===== src/verilog/bec_consts.svh =====
// offsets, field positions, encodings and reset values of the composer
`ifndef BEC_CONSTS_SVH
`define BEC_CONSTS_SVH

// register byte offsets on the avalon slave
`define BEC_OFS_STATUS_LO 4'h0
`define BEC_OFS_STATUS_HI 4'h4
`define BEC_OFS_CTRL 4'h8
`define BEC_OFS_INFO 4'hC

// control register fields and reset value
`define BEC_CTRL_EN_BIT 0
`define BEC_CTRL_CLR_BIT 1
`define BEC_CTRL_EN_RST 1'h1

// generic error-code values, status bits 15:0
`define BEC_TYPE_A_CODE 16'h010B
`define BEC_TYPE_B_CODE 16'h0E0F
`define BEC_TYPE_C_CODE 16'h0400

// cache way code
`define BEC_WAYS 8
`define BEC_WAY_NONE 3'h0
`define BEC_WAY_MULTI_CORR 3'h1
`define BEC_WAY_MULTI_UC 3'h2
`define BEC_WAY_MULTI_TAG 3'h3
`define BEC_WAY_ONE_CORR 3'h5
`define BEC_WAY_ONE_UC 3'h6
`define BEC_WAY_MIXED 3'h7
`define BEC_A_PATTERN 11'h100
`define BEC_A_RSVD 2'h0

// status field positions
`define BEC_MODEL_SPECIFIC_ERROR_CODE_LSB 16
`define BEC_SYN_LSB 44
`define BEC_SYN_VALID_BIT 52
`define BEC_UC_BIT 61

// cache-bus-controller model-specific codes
`define BEC_C_INCL_CORE0 16'h0001
`define BEC_C_INCL_CORE1 16'h0002
`define BEC_C_WREX_CORE0 16'h0003
`define BEC_C_WREX_CORE1 16'h0004
`define BEC_C_INCL_BUS 16'h0005
`define BEC_C_SNOOP_STALL 16'h0006
`define BEC_C_WR_STALL 16'h0007
`define BEC_C_ARB_TMO 16'h0008
`define BEC_C_OOQ 16'h0009
`define BEC_C_THERMAL 16'h0100
`define BEC_C_TMO_A 16'h0200
`define BEC_C_TMO_B 16'h0300
`define BEC_C_PCACHE 16'h0400
`define BEC_C_CECC_BUS 16'hC001
`define BEC_C_CECC_CORE0 16'hC002
`define BEC_C_CECC_CORE1 16'hC004
`define BEC_C_UECC_BUS 16'hE001
`define BEC_C_UECC_CORE0 16'hE002
`define BEC_C_UECC_CORE1 16'hE004

`endif


===== src/verilog/bec_pkg.sv =====
// types shared by the bank-4 error code composer
package bec_pkg;

    // bus and interconnect sources, each mapped by bus_code to one type-B bit
    typedef enum logic [3:0] {
        BEC_B_REQ_PAR = 4'h0,
        BEC_B_ADDR0_PAR = 4'h1,
        BEC_B_ADDR1_PAR = 4'h2,
        BEC_B_RESP_PAR = 4'h3,
        BEC_B_DATA_PAR = 4'h4,
        BEC_B_CORE0_PAR = 4'h5,
        BEC_B_CORE1_PAR = 4'h6,
        BEC_B_DEFER_PAR = 4'h7,
        BEC_B_DATA_ECC = 4'h8,
        BEC_B_DSTB_GLITCH = 4'h9,
        BEC_B_RSTB_GLITCH = 4'hA
    } bec_bus_src_t;

    // cache-bus-controller events
    typedef enum logic [4:0] {
        BEC_E_INCL_CORE0 = 5'h00,
        BEC_E_INCL_CORE1 = 5'h01,
        BEC_E_WREX_CORE0 = 5'h02,
        BEC_E_WREX_CORE1 = 5'h03,
        BEC_E_INCL_BUS = 5'h04,
        BEC_E_SNOOP_STALL = 5'h05,
        BEC_E_WR_STALL = 5'h06,
        BEC_E_ARB_TMO = 5'h07,
        BEC_E_OOQ = 5'h08,
        BEC_E_THERMAL = 5'h09,
        BEC_E_TMO_A = 5'h0A,
        BEC_E_TMO_B = 5'h0B,
        BEC_E_PCACHE = 5'h0C,
        BEC_E_CECC_BUS = 5'h0D,
        BEC_E_CECC_CORE0 = 5'h0E,
        BEC_E_CECC_CORE1 = 5'h0F,
        BEC_E_UECC_BUS = 5'h10,
        BEC_E_UECC_CORE0 = 5'h11,
        BEC_E_UECC_CORE1 = 5'h12
    } bec_cbc_evt_t;

    // avalon slave handshake states
    typedef enum logic [1:0] {
        BEC_BUS_IDLE = 2'b00,
        BEC_BUS_ACK = 2'b01,
        BEC_BUS_DONE = 2'b10
    } bec_bus_st_t;

endpackage : bec_pkg


===== src/verilog/bec_composer.sv =====
// bank-4 machine-check error code composer with avalon-mm register slave
`include "bec_consts.svh"

// Overview of operation
// - cache way code in bits 18:16; 000/100 none, 001/010/011 multi-way.
// - way code 101 one corr, 110 one uncorr, 111 corr and uncorr.
// - code in 31:16; cache type has 20:19 zero, 31:21 fixed pattern.
// - bus bits 16 request parity, 17/18 core address parity.
// - bits 20 response, 21 inbound data, 22/23 core data parity.
// - bit 24 flags deferred-reply info parity, either phase.
// - bit 25 flags inbound bus data ecc, correctable or not.
// - bit 26 data strobe glitch, bit 27 request strobe glitch.
// - bus error logs exactly one defined type-B bit.
// - inbound ecc class in uncorrected flag; syndrome if correctable.
// - all other bus errors logged uncorrectable.
// - inclusion errors 0001H core0, 0002H core1, 0005H bus.
// - write-exclusive errors 0003H core0, 0004H core1.
// - snoop stall 0006H, write stall 0007H, arb 0008H, queue 0009H.
// - thermal 0100H, timeouts 0200H/0300H, protected cache 0400H.
// - correctable outgoing ecc C001H bus, C002H core0, C004H core1.
// - uncorrectable outgoing ecc E001H, E002H, E004H; others reserved.
// - controller codes except correctable ecc logged uncorrected.
// - correctable controller ecc may carry syndrome in other info.
// - generic bits 15:0 select type C, A or B code.
// - bit 61 set when not corrected, clear when corrected.
// - syndrome in bits 51:44, bit 52 set when supplied.
module bec_composer
    import bec_pkg::*;
(
    // clock and reset
    input wire logic mclk,
    input wire logic sys_rst,
    // avalon-mm slave
    input wire logic [3:0] avs_address,
    input wire logic avs_read,
    input wire logic avs_write,
    input wire logic [31:0] avs_writedata,
    input wire logic [3:0] avs_byteenable,
    output logic [31:0] avs_readdata,
    output logic avs_waitrequest,
    // cache way event
    input wire logic cache_evt,
    input wire logic [7:0] way_corr,
    input wire logic [7:0] way_uc,
    input wire logic [7:0] way_tag_hit,
    // bus and interconnect event
    input wire logic bus_evt,
    input wire logic [3:0] bus_src,
    input wire logic bus_ecc_uc,
    input wire logic bus_syn_valid,
    input wire logic [7:0] bus_syn,
    // cache-bus-controller event
    input wire logic cbc_evt,
    input wire logic [4:0] cbc_code,
    input wire logic cbc_syn_valid,
    input wire logic [7:0] cbc_syn,
    // logged status
    output logic [63:0] machine_check_bank4_status,
    output logic status_logged
);

    // more than one way set in a per-way report
    function automatic logic more_than_one(input logic [7:0] v);
        more_than_one = |(v & (v - 8'h01));
    endfunction : more_than_one

    // cache way code from per-way reports
    // mixed reports dominate; a lone tag hit is not an error
    // single-way, multi-way and mixed codes
    function automatic logic [2:0] way_code(
        input logic [7:0] corr,
        input logic [7:0] uc,
        input logic [7:0] tag
    );
        logic multi_c;
        logic multi_u;
        logic multi_t;
        multi_c = more_than_one(corr);
        multi_u = more_than_one(uc);
        multi_t = more_than_one(tag);
        if ((|corr) && (|uc))
            way_code = `BEC_WAY_MIXED;
        else if (multi_u)
            way_code = `BEC_WAY_MULTI_UC;
        else if (|uc)
            way_code = `BEC_WAY_ONE_UC;
        else if (multi_c)
            way_code = `BEC_WAY_MULTI_CORR;
        else if (|corr)
            way_code = `BEC_WAY_ONE_CORR;
        else if (multi_t)
            way_code = `BEC_WAY_MULTI_TAG;
        else
            way_code = `BEC_WAY_NONE;
    endfunction : way_code

    // bus source to model-specific code, zero if undefined
    function automatic logic [15:0] bus_code(input logic [3:0] src);
        case (src)
            BEC_B_REQ_PAR: bus_code = 16'h0001;
            BEC_B_ADDR0_PAR: bus_code = 16'h0002;
            BEC_B_ADDR1_PAR: bus_code = 16'h0004;
            BEC_B_RESP_PAR: bus_code = 16'h0010;
            BEC_B_DATA_PAR: bus_code = 16'h0020;
            BEC_B_CORE0_PAR: bus_code = 16'h0040;
            BEC_B_CORE1_PAR: bus_code = 16'h0080;
            BEC_B_DEFER_PAR: bus_code = 16'h0100;
            BEC_B_DATA_ECC: bus_code = 16'h0200;
            BEC_B_DSTB_GLITCH: bus_code = 16'h0400;
            BEC_B_RSTB_GLITCH: bus_code = 16'h0800;
            default: bus_code = 16'h0000;
        endcase
    endfunction : bus_code

    // controller event to code, zero for reserved indices
    function automatic logic [15:0] cbc_map(input logic [4:0] evt);
        case (evt)
            BEC_E_INCL_CORE0: cbc_map = `BEC_C_INCL_CORE0;
            BEC_E_INCL_CORE1: cbc_map = `BEC_C_INCL_CORE1;
            BEC_E_WREX_CORE0: cbc_map = `BEC_C_WREX_CORE0;
            BEC_E_WREX_CORE1: cbc_map = `BEC_C_WREX_CORE1;
            BEC_E_INCL_BUS: cbc_map = `BEC_C_INCL_BUS;
            BEC_E_SNOOP_STALL: cbc_map = `BEC_C_SNOOP_STALL;
            BEC_E_WR_STALL: cbc_map = `BEC_C_WR_STALL;
            BEC_E_ARB_TMO: cbc_map = `BEC_C_ARB_TMO;
            BEC_E_OOQ: cbc_map = `BEC_C_OOQ;
            BEC_E_THERMAL: cbc_map = `BEC_C_THERMAL;
            BEC_E_TMO_A: cbc_map = `BEC_C_TMO_A;
            BEC_E_TMO_B: cbc_map = `BEC_C_TMO_B;
            BEC_E_PCACHE: cbc_map = `BEC_C_PCACHE;
            BEC_E_CECC_BUS: cbc_map = `BEC_C_CECC_BUS;
            BEC_E_CECC_CORE0: cbc_map = `BEC_C_CECC_CORE0;
            BEC_E_CECC_CORE1: cbc_map = `BEC_C_CECC_CORE1;
            BEC_E_UECC_BUS: cbc_map = `BEC_C_UECC_BUS;
            BEC_E_UECC_CORE0: cbc_map = `BEC_C_UECC_CORE0;
            BEC_E_UECC_CORE1: cbc_map = `BEC_C_UECC_CORE1;
            default: cbc_map = 16'h0000;
        endcase
    endfunction : cbc_map

    // registers
    bec_bus_st_t bus_st_q;
    bec_bus_st_t bus_st_d;
    logic waitreq_q;
    logic [31:0] rdata_q;
    logic [31:0] rdata_d;
    logic [63:0] status_q;
    logic [63:0] status_d;
    logic logged_q;
    logic logged_d;
    logic en_q;
    logic [7:0] drop_q;
    logic [7:0] drop_d;

    // type A composition
    wire [2:0] a_way = way_code(way_corr, way_uc, way_tag_hit);
    wire a_ok = cache_evt && (a_way != `BEC_WAY_NONE);
    wire [15:0] a_model_specific_error_code = {`BEC_A_PATTERN, `BEC_A_RSVD, a_way};
    // one uncorrectable way makes the whole event uncorrected
    wire a_uc = |way_uc;

    // type B composition
    // one type-B bit per defined bus source
    wire [15:0] b_model_specific_error_code = bus_code(bus_src);
    // undefined sources leave no bit, never logged
    wire b_ok = bus_evt && (b_model_specific_error_code != 16'h0000);
    wire b_is_ecc = (bus_src == BEC_B_DATA_ECC);
    wire b_uc = !b_is_ecc || bus_ecc_uc;
    wire b_syn = b_is_ecc && !bus_ecc_uc && bus_syn_valid;

    // type C composition
    // controller codes for every defined event
    wire [15:0] c_model_specific_error_code = cbc_map(cbc_code);
    // reserved codes map to zero and are not logged
    wire c_ok = cbc_evt && (c_model_specific_error_code != 16'h0000);
    wire c_corr = (cbc_code == BEC_E_CECC_BUS) ||
        (cbc_code == BEC_E_CECC_CORE0) || (cbc_code == BEC_E_CECC_CORE1);
    wire c_uc = !c_corr;
    wire c_syn = c_corr && cbc_syn_valid;

    // selection: bus over controller over cache when simultaneous
    // one status word holds one event; the others are lost
    wire any_ok = a_ok || b_ok || c_ok;
    wire sel_b = b_ok;
    wire sel_c = !b_ok && c_ok;
    wire [15:0] sel_type = sel_b ? `BEC_TYPE_B_CODE :
        (sel_c ? `BEC_TYPE_C_CODE : `BEC_TYPE_A_CODE);
    wire [15:0] sel_model_specific_error_code = sel_b ? b_model_specific_error_code : (sel_c ? c_model_specific_error_code : a_model_specific_error_code);
    wire sel_uc = sel_b ? b_uc : (sel_c ? c_uc : a_uc);
    wire sel_syn_v = sel_b ? b_syn : (sel_c ? c_syn : 1'b0);
    wire [7:0] sel_syn = sel_b ? bus_syn : cbc_syn;
    wire [7:0] syn_field = sel_syn_v ? sel_syn : 8'h00;
    wire log_now = any_ok && en_q;
    wire drop_full = (drop_q == 8'hFF);

    // bus slave decode
    // status is read-only; only the control register takes writes
    wire req = avs_read || avs_write;
    wire acc = (bus_st_q == BEC_BUS_ACK);
    wire wr_ctrl = acc && avs_write && (avs_address == `BEC_OFS_CTRL);
    wire wr_en = wr_ctrl && avs_byteenable[0];
    wire wr_clr = wr_ctrl && avs_byteenable[0] &&
        avs_writedata[`BEC_CTRL_CLR_BIT];
    wire hit_lo = (avs_address == `BEC_OFS_STATUS_LO);
    wire hit_hi = (avs_address == `BEC_OFS_STATUS_HI);
    wire hit_ctrl = (avs_address == `BEC_OFS_CTRL);
    wire hit_info = (avs_address == `BEC_OFS_INFO);

    // handshake: one wait cycle, one ack cycle, one release cycle
    // the release cycle lets the master drop its request before the
    // slave looks again, so a held request is never taken twice
    always_comb
    begin
        case (bus_st_q)
            BEC_BUS_IDLE: bus_st_d = req ? BEC_BUS_ACK : BEC_BUS_IDLE;
            BEC_BUS_ACK: bus_st_d = BEC_BUS_DONE;
            BEC_BUS_DONE: bus_st_d = BEC_BUS_IDLE;
            default: bus_st_d = BEC_BUS_IDLE;
        endcase
    end

    // read data frozen for the ack cycle
    // 64-bit status is not read atomically; disable logging first
    always_comb
    begin
        rdata_d = rdata_q;
        if (bus_st_q == BEC_BUS_IDLE && avs_read)
        begin
            if (hit_lo)
                rdata_d = status_q[31:0];
            else if (hit_hi)
                rdata_d = status_q[63:32];
            else if (hit_ctrl)
                rdata_d = {31'h0, en_q};
            else if (hit_info)
                rdata_d = {23'h0, drop_q, logged_q};
            // unmapped addresses read as zero
            else
                rdata_d = 32'h0;
        end
    end

    // capture; a new event wins over a clear in the same cycle
    // limitation: a corrected event may overwrite an uncorrected one
    always_comb
    begin
        status_d = status_q;
        logged_d = logged_q;
        if (wr_clr)
        begin
            status_d = 64'h0;
            logged_d = 1'b0;
        end
        if (log_now)
        begin
            status_d = 64'h0;
            status_d[15:0] = sel_type;
            status_d[`BEC_MODEL_SPECIFIC_ERROR_CODE_LSB +: 16] = sel_model_specific_error_code;
            status_d[`BEC_SYN_LSB +: 8] = syn_field;
            status_d[`BEC_SYN_VALID_BIT] = sel_syn_v;
            status_d[`BEC_UC_BIT] = sel_uc;
            logged_d = 1'b1;
        end
    end

    // events lost while logging is disabled, saturating
    always_comb
    begin
        drop_d = drop_q;
        if (wr_clr)
            drop_d = 8'h00;
        if (any_ok && !en_q && !drop_full)
            drop_d = drop_q + 8'h01;
    end

    // waitrequest registered so the port comes from a flip-flop
    always_ff @(posedge mclk or posedge sys_rst)
    begin
        if (sys_rst)
        begin
            bus_st_q <= BEC_BUS_IDLE;
            waitreq_q <= 1'b1;
            rdata_q <= 32'h0;
        end
        else
        begin
            bus_st_q <= bus_st_d;
            waitreq_q <= (bus_st_d != BEC_BUS_ACK);
            rdata_q <= rdata_d;
        end
    end

    always_ff @(posedge mclk or posedge sys_rst)
    begin
        if (sys_rst)
        begin
            status_q <= 64'h0;
            logged_q <= 1'b0;
            drop_q <= 8'h00;
        end
        else
        begin
            status_q <= status_d;
            logged_q <= logged_d;
            drop_q <= drop_d;
        end
    end

    // logging stays on out of reset so early errors are kept
    always_ff @(posedge mclk or posedge sys_rst)
    begin
        if (sys_rst)
            en_q <= `BEC_CTRL_EN_RST;
        else if (wr_en)
            en_q <= avs_writedata[`BEC_CTRL_EN_BIT];
    end

    assign avs_readdata = rdata_q;
    assign avs_waitrequest = waitreq_q;
    assign machine_check_bank4_status = status_q;
    assign status_logged = logged_q;

endmodule : bec_composer


===== config.mk =====
export PLATFORM = sky130hd
export DESIGN_NAME = bec_composer
export DESIGN_NICKNAME = d
export VERILOG_FILES = /design/src/verilog/bec_pkg.sv /design/src/verilog/bec_composer.sv
export VERILOG_INCLUDE_DIRS = /design/src /design/src/verilog
export SDC_FILE = /design/constraint.sdc
export NUM_CORES = 1
export LEC_CHECK = 0
export BUFFER_PORTS_ARGS = -buffer_cell sky130_fd_sc_hd__buf_2
export CAP_MARGIN = 10
export CORE_MARGIN = 1.5
export CORE_UTILIZATION = 30
export DETAILED_ROUTE_END_ITERATION = 16
export PLACE_DENSITY = 0.64
export SLEW_MARGIN = 5
export SYNTH_ARGS = -nofsm -noshare
export SYNTH_HDL_FRONTEND = slang
export SYNTH_SLANG_ARGS = --single-unit

===== constraint.sdc =====
create_clock -name mclk -period 4.5 [get_ports mclk]
set_input_delay 0.9 -clock mclk [delete_from_list [all_inputs] [get_ports mclk]]
set_output_delay 0.9 -clock mclk [all_outputs]
set_load 0.01 [all_outputs]

==> impl_results.md <==
- Vias per inst: 4.87
- CTS clk-pin slew, worst paths: approximately 0.060 ns
- Peak VDD IR: 0.000197 V
- Avg Synthesized Cell Area: 9.08 µm²
- Worst Max-Slew Pin Slew: 1.09 ns
- Root buf cell: clkbuf_16
- Final Net Count: 673
- Hold Crit Class: flop to flop
- GP Congestion: approximately 0.84
- Synth Register Bits: 70
- Endpoints failing setup: 0
- Die Ht: 120 µm
- Synth area leader: dfrtp_1
- Vias in the first global route: 3389
- Power Density: between 400 and 500 mW/mm²
- Power Total: 2.10 mW
- Crit end category: flop
- Startpoint Class: input port
- Port Buffer Count: 131
- Gr usage total: approximately 15%
- Number of fillers in the final layout: ~1400
- Ant diodes: 0
- WL per Instance: approximately 15 µm
- Cts hold-fix bufs: 0
- Commonest cells post-synth: dfrtp_1 (68), nand2_1 (65), buf_4 (41)
- Die area: 0.0144 mm²
- Top-area cell type share of the netlist area: between 40 and 50%
- Leakage: around 2.5 nW
- Launch point of the worst reg-to-reg path: drop_q[0]
- Fmax: 302 MHz
- Number of buffers created by CTS: 9
- Resize count post-CTS: 0
- Post-synth EDFFs: 0
- DR vias: 3651
- Largest net degree at the start of global routing: 59
- # rows: 42
- Setup TNS: 0 ns
- Status: finished clean
- Setup bufs post-CTS: 0
- Initial antenna violation count: 0
- Post-synthesis sequential area ratio: a little over two fifths
- Layout cell share with drive strength beyond 1: approximately 29%
- Count of pins over their slew limit: 0
- Yosys cell types: between 60 and 70
- Rel. slew slack: a little over a quarter
- Final antenna-violating net count: 0
- Global route overflow: 0
- Setup CP Type: input port to flop
- Routed WL: around 11 mm
- Hold Vio Cnt, Final: 0
- First-pass GRT wire length: about 17 mm
- Fin crit share: between 70% and 80%
- Dpl hpwl: 8.37 mm
- Clock sinks: 70
- Max H-tree Level: 3
- Min Hold Slack: 0.454 ns
- Largest fanout on the critical path: 25
- Critical path arrival: roughly 3.5 ns
- Synth Flop Type: dfrtp_1
- Remaining DRCs: 0
- Hold Startpoint: bus_st_q[1]
- Top cells by area, synth: dfrtp_1 (41%), buf_4 (7.5%), nand2_1 (5.9%)
- Clock Skew: approximately 0.0096 ns
- Ys async rst share: 100%
- Area growth syn-to-layout: 22.8%
- CP startpoint: cbc_code[0]
- First DRT Iteration DRCs: 271
- Mapped Area: 0.00410 mm²
- Core area: 0.0133 mm²
- DRT Pass-1 Iters: 5
- Initial Util: 30.9%
- Number of synthesis warnings: 0
- Max-cap check violation count: 0
- Clk_lat worst skew: 0.33 ns
- TritonCTS clock tree: done
- # IOs: between 150 and 200
- Req. time, crit path: 4.72 ns
- RSZ-0062 raised after global routing: false
- Width of the die: 120 µm
- Count leader, synth: dfrtp_1
- Gate Count Post-Synth: around 450
- Final min period: between 3 and 4 ns
- Clock Tree Buf Depth: 2
worst max-delay path, cell delays in order:
cell and delay, ns:
buf_2 0.13, inv_1 0.09, ha_1 0.29, nor3b_1 0.14
a211o_1 0.33, and4bb_1 0.31, nand2_1 0.12, a311oi_4 0.64
buf_4 0.38, nand3_1 0.12, o31ai_1 0.09
worst paths after layout:
| path | to | slack, ns | cells after the start |
|---|---|---|---|
| max in group asynchronous | avs_readdata[27] | 2.80 | 3 |
| hold reg to reg | bus_st_q[1] | 0.45 | 1 |
| min in group asynchronous | avs_readdata[11] | 0.81 | 2 |
| hold / removal | bus_st_q[1] | 0.45 | 1 |
| setup reg to reg | drop_q[5] | 2.20 | 7 |
| setup / recovery | machine_check_bank4_status[45] | 1.19 | 11 |
power breakdown:
part	switching [mW]	leakage, nW	internal (mW)
sequential	0.123	0.934	0.748
clock	0.249	0.137	0.427
combinational	0.333	1.43	0.224
final cells by class:
| type | count | area (µm²) | share of cell area (%) |
|---|---|---|---|
| clock buffer | 12 | 236 | 4.69 |
| clock inverter | 4 | 47.5 | 0.943 |
| inverter | 8 | 30.0 | 0.596 |
| multi-input combinational | 342 | 2050 | 40.7 |
| sequential | 70 | 1750 | 34.8 |
| tap | 176 | 220 | 4.37 |
| timing repair buffer | 137 | 701 | 13.9 |
placed cells by master, fill, tap and decap left out, drive strengths merged, types with 12 or more instances in the layout:
master | synthesis | final
buf | 50 | 137
conb | 1 | 32
dfrtp | 68 | 68
nand2 | 65 | 65
nand3 | 23 | 23
a22oi | 12 | 12
o21ai | 41 | 41
clkbuf | 13 | 12
nor2 | 23 | 23
routing by layer:
layer / up-vias / wire [µm] / track usage (%)
li1: 1795 / - / -
met1: 1735 / 4890 / 18.8
met4: 0 / 65 / 4.32
met3: 6 / 558 / 3.56
met2: 115 / 5460 / 25.7
met5: - / 0 / 0
cells by family after synthesis:
| logic type | after synthesis | synth area share, % |
|---|---|---|
| adders and majority gates | 7 | 2.07 |
| buffers and inverters | 71 | 10.7 |
| DFF | 70 | 42.7 |
| AOI/OAI and AO/OA | 116 | 19.8 |
| other | 1 | 0.0914 |
| xor gates and xnor gates | 5 | 1.07 |
| and+or+nand+nor | 171 | 20.8 |
| muxes | 11 | 2.77 |
stage by stage:
step / instance area (µm²) / cells / util [%] / setup slack (ns)
after floorplan: 4220 / 483 / - / 1.50
after global placement: 4760 / 733 / 35.8 / 0.919
after detailed placement: 4760 / 733 / 35.8 / 0.890
after CTS: 5040 / 749 / 37.9 / 1.23
after global routing: 5040 / 749 / 37.9 / 0.995
final: 5040 / 749 / 37.9 / 1.19
sequential cells by signal, summed over array words and instances (netlist names):
| register | cells |
|---|---|
| en_q | 1 |
| bus_st_q | 2 |
| status_logged | 1 |
| avs_readdata | 29 |
| machine_check_bank4_status | 28 |
| avs_waitrequest | 1 |
| drop_q | 8 |
Note: power is estimated with default switching activity, not from simulation.
